--- src/shared/btmc_params.svh ---
`ifndef BTMC_PARAMS_SVH
`define BTMC_PARAMS_SVH

// implementation clock
`define BTMC_CLK_NS 50
// power-up preset pulse length
`define BTMC_PRESET_US 100
`define BTMC_PRESET_CYC ((`BTMC_PRESET_US * 1000 + `BTMC_CLK_NS - 1) / `BTMC_CLK_NS)
`define BTMC_PRESET_CNT_W 12

// command lines: two per function in three-line option
`define BTMC_LINES 2
// two-line option uses line 0 of forward and reverse
`define BTMC_DC_LINE 0

// direction latch outputs, order {e, f, k}
`define BTMC_DIR_FWD_RUN 3'h1
`define BTMC_DIR_FWD_STOP 3'h5
`define BTMC_DIR_REV_RUN 3'h4
`define BTMC_DIR_REV_STOP 3'h7
`define BTMC_DIR_E 2
`define BTMC_DIR_F 1
`define BTMC_DIR_K 0

// coil terminals {high side, low side}
`define BTMC_COIL_ON 2'h2
`define BTMC_COIL_OFF 2'h3

`endif

--- src/shared/btmc_pkg.sv ---
package btmc_pkg;

  typedef enum logic [1:0] {
    MOT_FWD_STOP,
    MOT_FWD_RUN,
    MOT_REV_RUN,
    MOT_REV_STOP
  } btmc_motion_e;

  typedef logic [1:0] btmc_coil_t;

  typedef struct packed {
    btmc_coil_t fwd_drive;
    btmc_coil_t fwd_brake;
    btmc_coil_t rev_drive;
    btmc_coil_t rev_brake;
  } btmc_coil_s;

  typedef struct packed {
    logic fwd;
    logic rev;
    logic stop;
  } btmc_cmd_s;

endpackage

--- src/design/btmc_coil_driver.sv ---
`timescale 1ns/100ps
`include "btmc_params.svh"

module btmc_coil_driver (
  input wire logic clk, // implementation clock
  input wire logic nrst, // async reset, active low
  input wire logic [2:0] dir_lines, // direction latch {e, f, k}
  output btmc_pkg::btmc_coil_s coils // solenoid terminal pairs
);

  btmc_pkg::btmc_coil_s coils_reg;
  btmc_pkg::btmc_coil_s coils_next;

  // exactly one coil per latch code; unknown codes release everything
  always_comb begin
    coils_next.fwd_drive = `BTMC_COIL_OFF;
    coils_next.fwd_brake = `BTMC_COIL_OFF;
    coils_next.rev_drive = `BTMC_COIL_OFF;
    coils_next.rev_brake = `BTMC_COIL_OFF;
    case (dir_lines)
      `BTMC_DIR_FWD_RUN: coils_next.fwd_drive = `BTMC_COIL_ON;
      `BTMC_DIR_FWD_STOP: coils_next.fwd_brake = `BTMC_COIL_ON;
      `BTMC_DIR_REV_RUN: coils_next.rev_drive = `BTMC_COIL_ON;
      `BTMC_DIR_REV_STOP: coils_next.rev_brake = `BTMC_COIL_ON;
      default: coils_next.fwd_drive = `BTMC_COIL_OFF;
    endcase
  end

  // idle coils sit at both terminals high
  always_ff @(posedge clk or negedge nrst) begin
    if (!nrst) begin
      coils_reg <= {4{`BTMC_COIL_OFF}};
    end else begin
      coils_reg <= coils_next;
    end
  end

  assign coils = coils_reg;
endmodule

--- src/design/btmc_motion_ctrl.sv ---
// Operation
// - stop line low feeds run/stop latch only
// - stop sets run 0, stop 1
// - direction latch keeps direction through stop
// - forward stop gives direction outputs 1,0,1
// - forward stop energizes forward brake only
// - 100 us power-up preset forces stop
// - reverse line low feeds both latches
// - reverse command sets run 1, stop 0
// - reverse run gives direction outputs 1,0,0
// - reverse run energizes reverse drive only
// - reverse stop keeps reverse, outputs 1,1,1
// - reverse stop energizes reverse brake only
// - three-line forward run energizes forward drive only
// - energize: low terminal 0; idle: both 1
// - two-line forward gives run 1, stop 0
// - two-line forward gives direction outputs 0,0,1
// - two-line both high gives run 0, stop 1
// - two-line forward run energizes forward drive only
// - level run/stop stage follows input, never latches
// - forward line low sets run, outputs 0,0,1
`timescale 1ns/100ps
`include "btmc_params.svh"

module btmc_motion_ctrl #(
  parameter int PRESET_CYC = `BTMC_PRESET_CYC, // preset pulse length in cycles
  parameter int CNT_W = `BTMC_PRESET_CNT_W, // preset counter width
  parameter int LINES = `BTMC_LINES // command lines per function
) (
  input wire logic clk, // implementation clock, 20 MHz
  input wire logic nrst, // async reset, active low
  input wire logic two_line_mode, // 1: two dc line option
  input wire logic [LINES-1:0] fwd_n, // forward command lines, active low
  input wire logic [LINES-1:0] rev_n, // reverse command lines, active low
  input wire logic [LINES-1:0] stop_n, // stop command lines, active low
  output logic run_line, // run/stop latch run output
  output logic stop_line, // run/stop latch stop output
  output logic [2:0] dir_lines, // direction latch {e, f, k}
  output logic preset_busy, // power-up preset in progress
  output btmc_pkg::btmc_coil_s coils // solenoid terminal pairs
);

  localparam int SYNC_W = 3 * LINES + 1;
  localparam logic [CNT_W-1:0] PRESET_END = CNT_W'(PRESET_CYC);

  // two-stage synchronizer for all command lines and the option strap
  logic [SYNC_W-1:0] sync1_reg;
  logic [SYNC_W-1:0] sync1_next;
  logic [SYNC_W-1:0] sync2_reg;
  logic [SYNC_W-1:0] sync2_next;

  always_comb begin
    sync1_next = {two_line_mode, fwd_n, rev_n, stop_n};
    sync2_next = sync1_reg;
  end

  // idle lines are high, so flops come out of reset at all ones
  always_ff @(posedge clk or negedge nrst) begin
    if (!nrst) begin
      sync1_reg <= {SYNC_W{1'b1}};
      sync2_reg <= {SYNC_W{1'b1}};
    end else begin
      sync1_reg <= sync1_next;
      sync2_reg <= sync2_next;
    end
  end

  logic mode_two;
  logic [LINES-1:0] fwd_s_n;
  logic [LINES-1:0] rev_s_n;
  logic [LINES-1:0] stop_s_n;

  assign {mode_two, fwd_s_n, rev_s_n, stop_s_n} = sync2_reg;

  // command input amplifier: any line low is an active command in three-line option; two-line reads line 0 only
  btmc_pkg::btmc_cmd_s cmd;
  logic dc_fwd;
  logic dc_rev;

  always_comb begin
    cmd.fwd = ~&fwd_s_n;
    cmd.rev = ~&rev_s_n;
    cmd.stop = ~&stop_s_n;
    dc_fwd = ~fwd_s_n[`BTMC_DC_LINE];
    dc_rev = ~rev_s_n[`BTMC_DC_LINE];
  end

  // power-up preset; runs once after reset release only
  logic [CNT_W-1:0] preset_cnt_reg;
  logic [CNT_W-1:0] preset_cnt_next;

  assign preset_busy = preset_cnt_reg != PRESET_END;

  always_comb begin
    preset_cnt_next = preset_cnt_reg;
    if (preset_busy) begin
      preset_cnt_next = preset_cnt_reg + 1'b1;
    end
  end

  always_ff @(posedge clk or negedge nrst) begin
    if (!nrst) begin
      preset_cnt_reg <= '0;
    end else begin
      preset_cnt_reg <= preset_cnt_next;
    end
  end

  // run/stop latch and direction latch held as one motion state
  btmc_pkg::btmc_motion_e motion_reg;
  btmc_pkg::btmc_motion_e motion_next;
  btmc_pkg::btmc_motion_e motion_stop;

  // stopping never touches direction
  always_comb begin
    case (motion_reg)
      btmc_pkg::MOT_REV_RUN: motion_stop = btmc_pkg::MOT_REV_STOP;
      btmc_pkg::MOT_REV_STOP: motion_stop = btmc_pkg::MOT_REV_STOP;
      default: motion_stop = btmc_pkg::MOT_FWD_STOP;
    endcase
  end

  always_comb begin
    motion_next = motion_reg;
    if (preset_busy) begin
      motion_next = motion_stop;
    end else if (mode_two) begin
      // level stage: no memory of run, only of direction
      if (dc_fwd && !dc_rev) begin
        motion_next = btmc_pkg::MOT_FWD_RUN;
      end else if (dc_rev && !dc_fwd) begin
        motion_next = btmc_pkg::MOT_REV_RUN;
      end else begin
        motion_next = motion_stop;
      end
    end else begin
      // stop outranks run; fwd and rev together are ignored
      if (cmd.stop) begin
        motion_next = motion_stop;
      end else if (cmd.fwd && !cmd.rev) begin
        motion_next = btmc_pkg::MOT_FWD_RUN;
      end else if (cmd.rev && !cmd.fwd) begin
        motion_next = btmc_pkg::MOT_REV_RUN;
      end else begin
        motion_next = motion_reg;
      end
    end
  end

  always_ff @(posedge clk or negedge nrst) begin
    if (!nrst) begin
      motion_reg <= btmc_pkg::MOT_FWD_STOP;
    end else begin
      motion_reg <= motion_next;
    end
  end

  logic rev_dir;

  assign run_line = (motion_reg == btmc_pkg::MOT_FWD_RUN) ||
                    (motion_reg == btmc_pkg::MOT_REV_RUN);
  assign stop_line = ~run_line;
  assign rev_dir = (motion_reg == btmc_pkg::MOT_REV_RUN) ||
                   (motion_reg == btmc_pkg::MOT_REV_STOP);

  // e low only in forward run; f is the nor of run and forward; k low only in reverse run
  assign dir_lines[`BTMC_DIR_E] = ~run_line | rev_dir;
  assign dir_lines[`BTMC_DIR_F] = ~(run_line | ~rev_dir);
  assign dir_lines[`BTMC_DIR_K] = ~(run_line & rev_dir);

  btmc_coil_driver u_coil_driver (
    .clk(clk),
    .nrst(nrst),
    .dir_lines(dir_lines),
    .coils(coils)
  );
endmodule

--- config.mk ---
export PLATFORM = sky130hd
export DESIGN_NAME = btmc_motion_ctrl
export DESIGN_NICKNAME = d
export VERILOG_FILES = /design/src/shared/btmc_pkg.sv /design/src/design/btmc_coil_driver.sv /design/src/design/btmc_motion_ctrl.sv
export VERILOG_INCLUDE_DIRS = /design/src /design/src/shared
export SDC_FILE = /design/constraint.sdc
export NUM_CORES = 1
export LEC_CHECK = 0
export ABC_AREA = 0
export BUFFER_PORTS_ARGS = -buffer_cell sky130_fd_sc_hd__buf_2
export CAP_MARGIN = 20
export CORE_ASPECT_RATIO = 0.9
export CORE_UTILIZATION = 40
export DETAILED_ROUTE_END_ITERATION = 7
export PLACE_DENSITY_LB_ADDON = 0.05
export REMOVE_ABC_BUFFERS = 1
export SLEW_MARGIN = 40
export SYNTH_ARGS = -nofsm -noshare
export SYNTH_HDL_FRONTEND = slang
export SYNTH_SLANG_ARGS = --single-unit
--- constraint.sdc ---
create_clock -name clk -period 1.4 [get_ports clk]
set_input_delay 0.14 -clock clk [delete_from_list [all_inputs] [get_ports clk]]
set_output_delay 0.14 -clock clk [all_outputs]
set_load 0.1 [all_outputs]
## Word-level counts from Yosys, hierarchy flattened

Index checks and enable logic that the tools add are counted.

- Register bits: 36
- Input bits: 9
- Output and inout port bits: 14
- Word-level logic and storage cells: 51

- Add/subtract/negate cells: 1
- Eq/ne operators: 9
- Muxes and demuxes: 12
- Bitwise operators: 9
- Reduce and logical (&&, ||, !) cells: 12

Operator list:

| operator | number |
|---|---|
| $mux W2 | 8 |
| $add A12 B1 Y12 const B | 1 |
| $ne A12 B11 Y1 const B | 1 |
| $eq A3 B3 Y1 const B | 3 |
| $not A1 Y1 | 6 |
| $reduce_and A2 Y1 | 3 |
| $ne A5 B3 Y1 const B | 1 |
| $eq A2 B2 Y1 const B | 2 |
| $logic_and A1 B1 Y1 | 4 |
| $mux W1 | 4 |
| $eq A3 B1 Y1 const B | 1 |
| $eq A2 B1 Y1 const B | 1 |
| $logic_not A1 Y1 | 2 |
| $logic_or A1 B1 Y1 | 2 |
| $or A1 B1 Y1 | 2 |
| $reduce_or A2 Y1 | 1 |
| $and A1 B1 Y1 | 1 |

## Depth between registers and ports, before layout

- Depth after elaboration: 8
- Depth in mapped cells: 6
- Depth with buffers taken out: 6

## Cells and area by module

Synthesis repeated with hierarchy kept, for this count alone.

- Cells, all modules: 105
- Area total of the unflattened synthesis: 1346.3 um2

Modules (own cells, without submodules):

| module | times used | cells an instance | area an instance (um2) | seq. area each (um2) |
|---|---|---|---|---|
| btmc_motion_ctrl | 1 | 92 | 1177.4 | 718.2 |
| btmc_coil_driver | 1 | 13 | 168.9 | 105.1 |

## Worst setup path after synthesis

Ideal clock, no wire load.

- Path kind: reg-to-output
- Start: register motion_reg[1]
- End: output port stop_line
- Arrival time: 1.985 ns
- Required time: 1.260 ns
- Slack: -0.725 ns
- Cell stages (with the launch flop): 4
- Path buffers: 0
- Cell sequence: dfrtp_1 -> inv_1 -> ha_1 -> inv_1

- Cells in the longest elaborated chain, start to end: 3
- Elaborated cells on any way between the ends: 4
- Classes of those cells: 2 x eq/ne; 1 x bitwise; 1 x reduce/logical

RTL lines:

| item | RTL line | source |
|---|---|---|
| start, declared | btmc_motion_ctrl.sv:110 | `btmc_pkg::btmc_motion_e motion_reg;` |
| start signal, assigned | btmc_motion_ctrl.sv:152 | `motion_reg <= btmc_pkg::MOT_FWD_STOP;` |
| start signal, assigned | btmc_motion_ctrl.sv:154 | `motion_reg <= motion_next;` |
| $eq A2 B1 Y1 / $eq A2 B2 Y1 (equally long branches) | btmc_motion_ctrl.sv:160, btmc_motion_ctrl.sv:161 |  |
| $logic_or A1 B1 Y1 (*) | btmc_motion_ctrl.sv:160 | `assign run_line = (motion_reg == btmc_pkg::MOT_FWD_RUN) \|\|` |
| net run_line | btmc_motion_ctrl.sv:36 | `output logic run_line,` |
| $not A1 Y1 (*) | btmc_motion_ctrl.sv:162 | `assign stop_line = ~run_line;` |
| end, declared | btmc_motion_ctrl.sv:37 | `output logic stop_line,` |

Mark *: on every way through the listed nets, which the timed path passes. The rest lies on a longest branch.

## Final worst setup path

- Start: register preset_cnt_reg[5]
- End: output port preset_busy

- Cells in the longest elaborated chain, start to end: 1

RTL lines:

| item | RTL line | source |
|---|---|---|
| start, declared | btmc_motion_ctrl.sv:89 | `logic [CNT_W-1:0] preset_cnt_reg;` |
| start signal, assigned | btmc_motion_ctrl.sv:105 | `preset_cnt_reg <= preset_cnt_next;` |
| $ne A12 B11 Y1 | btmc_motion_ctrl.sv:92 | `assign preset_busy = preset_cnt_reg != PRESET_END;` |
| end, declared | btmc_motion_ctrl.sv:39 | `output logic preset_busy,` |

Every way passes these cells.

==> metrics.yaml <==
start_util: 0.438
vias_per_cell: 4.63
grt_use_total: 0.166
p_leak_nw: 0.962
root_buffer: "clkbuf_8"
reg2regPathDepth: 6
yosysSeqAreaShare: 0.591
grt_pass1_wl_mm: 4.42
yosysTopAreaCell: "dfstp_2"
synth_top_family_by_area: "simple AND/OR/NAND/NOR gates"
multi_input_area_um2: 608
holdWs_ns: 0.356
die-area_mm2: 0.00373
rrSetupSlack_ns: -0.12
overflow: 0
cp_max_fo: 2
cts_tree: "built"
required_ns: 1.26
endpoint_kind: "output port"
dp_hpwl_mm: 1.60
muxShareOfSynthArea: 0.00718
syn_area_mm2: 0.00139
cp_cell_sequence: "nor4_4 -> nand4_4 -> buf_6 -> buf_12"
synth-adder-area-share: 0.0718
netlist_top_cells_count: "dfstp_2 (18), dfrtp_1 (14), inv_1 (10)"
timing.rr.end: "motion_reg[1]$_DFFE_PN0P_"
core_area_mm2: 0.00319
synth_top_area_share: 0.339
synth_edf_count: 0
synth-simple-area-share: 0.124
status: "complete, but fails checks"
violations: "setup timing"
worst_slack_ns: -0.171
pwr-share-seq: 0.503
critical_path_arrival_ns: 1.43
fillers: 242
clk_latency_ns: 0.28
ys.warnings.count: 0
routed_wl_mm: 2.61
finalCriticalPeriod_ns: 1.57
cts_buffers: 5
drt-pass1-iter-count: 4
synth_most_common_cell: "dfstp_2"
synth.distinct_cells: 28
maxCapViolCount: 0
wl_per_cell_um: 12.4
hold_path_end: "sync2_reg[4]$_DFF_PN1_"
fin_worst_skew_ns: 0.00197
regArea_um2: 823
area_growth_pct: 54.8
min_path_cells: 0
power.switching_uw: 419
slowest_delay_ns: 0.42
crit_path_start_kind: "flop"
power_frac_clock: 0.438
clk_pin_slew_ns: 0.06
max-slew-margin-rel: 0.535
switching_share: 0.215
die_h_um: 58
timing.final.crit_share: 1.12
synth.avg_cell_area_um2: 12.9
hold_start: "sync1_reg[4]$_DFF_PN1_"
ir_drop_v: 0.000706
die_width_um: 64.2
largest_reg_flops: 12
ys_dominant_reg_cell: "dfstp_2"
worstMarginPinSlew_ns: 0.698
reg2reg_from: "preset_cnt_reg[5]$_DFFE_PN0P_"
fmax_mhz: 636
synth_xor_area_frac: 0.0691
fp-row-count: 19
vias: 973
synth_compound_area_frac: 0.0754
fin_tns_setup_ns: -0.679
hold_viol: 0
setup_viol: 7
clock_sinks: 32
drv_slew: 0
antenna_left: 0
critPathSlowestCell: "dfrtp_1"
drt_iter0_markers: 30
synthTopCellsByArea: "dfstp_2 (34%), dfrtp_1 (25%), ha_1 (7.2%)"
post_synth_inst_count: 108
numPortBuffers: 18
h-tree-depth: 2
crit_type: "flop to output port"
combPwrFrac: 0.060
nets: 184
synthArstFlopShare: 1.00
grt_max_degree: 33
drc: 0
ioPinCount: 23
hp-class: "flop to flop"
p_int_mw: 1.52
rsz0062_at_grt: "true"
cts_buffer_depth: 2
powerDensity_mw_per_mm2: 900
grt_pass1_vias: 961
drive_gt1_frac: 0.607
diodes: 0
gp_congestion: 0.820
synth_seq_cells: 32
antenna_found_initial: 0
[power groups by stage]
stage	clock, mW	sequential, mW	combinational [mW]
after floorplan	0	0.987	0.0636
after global placement	0	0.989	0.0961
final	0.851	0.977	0.116
after CTS	0.885	0.976	0.115
after detailed placement	0	0.991	0.0977
after global routing	0.921	0.978	0.125
[layout by cell type, fill, tap and decap left out, types with 3 or more instances in the layout]
cell,count
nand2_1,6
inv_4,4
dfrtp_1,14
buf_2,12
o21ai_1,3
buf_4,18
conb_1,4
buf_12,6
xnor2_1,9
a21oi_2,3
dfstp_2,18
inv_1,4
clkbuf_8,5
buf_6,11
dlygate4sd3_1,8
ha_4,5
nand3_1,5
[critical path: cells and delay by family, from the launching register on]
family | cells | cell delay, ns
DFF | 1 | 0.42
and+or+nand+nor | 2 | 0.43
buffers and inverters | 2 | 0.29
[stage by stage]
stage | worst slack [ns] | cells | power [mW] | util | area (µm²)
3_3_place_gp | -0.0137 | 182 | 1.09 | 0.540 | 1720
6_report | -0.171 | 210 | 1.94 | 0.678 | 2160
3_5_place_dp | -0.0195 | 182 | 1.09 | 0.540 | 1720
4_1_cts | -0.211 | 207 | 1.98 | 0.659 | 2100
2_1_floorplan | -0.725 | 105 | 1.05 | - | 1360
5_1_grt | -0.238 | 210 | 2.02 | 0.678 | 2160
[what timing repair did]
action / in CTS / in global routing
setup buffers: 9 / 3
resized for setup: 33 / 13
hold buffers: 8 / 0
pin swaps: 10 / 8
endpoints found under the hold margin: 21 / 0
setup endpoints to repair: 9 / 13
[kinds of logic (layout without fill, tap and decap cells)]
| kind of cell | Yosys count | in the layout |
|---|---|---|
| flip-flops | 32 | 32 |
| AO/OA/AOI/OAI | 13 | 13 |
| adder cells (fa/ha/maj) | 8 | 8 |
| other | 1 | 4 |
| multiplexers | 1 | 1 |
| AND/OR/NAND/NOR | 26 | 26 |
| buffers and inverters | 16 | 73 |
| XOR/XNOR | 11 | 11 |
[area by class of cell]
cell class | count | area share
clock inverters | 2 | 0.0162
repair buffers | 55 | 0.241
inverters | 10 | 0.0220
clock buffers | 6 | 0.0336
flip-flops and latches | 32 | 0.381
multi-input cells | 63 | 0.282
well taps | 42 | 0.0243
[layer usage]
metal / part of all wire / up-vias / GRT usage
met3: 0.050 / 4 / 0.0591
li1: - / 467 / -
met5: 0 / - / 0
met1: 0.44 / 471 / 0.205
met2: 0.49 / 31 / 0.264
met4: 0.014 / 0 / 0.0698
[how the worst max path moves through the flow]
| stage | startpoint | to | slack, ns | depth (start not counted) |
|---|---|---|---|---|
| finish | preset_cnt_reg[5]$_DFFE_PN0P_ | preset_busy | -0.17 | 4 |
| global route | preset_cnt_reg[3]$_DFFE_PN0P_ | preset_busy | -0.24 | 4 |
| CTS | preset_cnt_reg[11]$_DFFE_PN0P_ | preset_busy | -0.21 | 4 |
| detailed placement | motion_reg[1]$_DFFE_PN0P_ | motion_reg[0]$_DFFE_PN0P_ | -0.02 | 5 |
| global placement | motion_reg[1]$_DFFE_PN0P_ | motion_reg[0]$_DFFE_PN0P_ | -0.01 | 5 |
| floorplan | motion_reg[1]$_DFFE_PN0P_ | stop_line | -0.72 | 3 |
(Power assumes the default switching activity.)
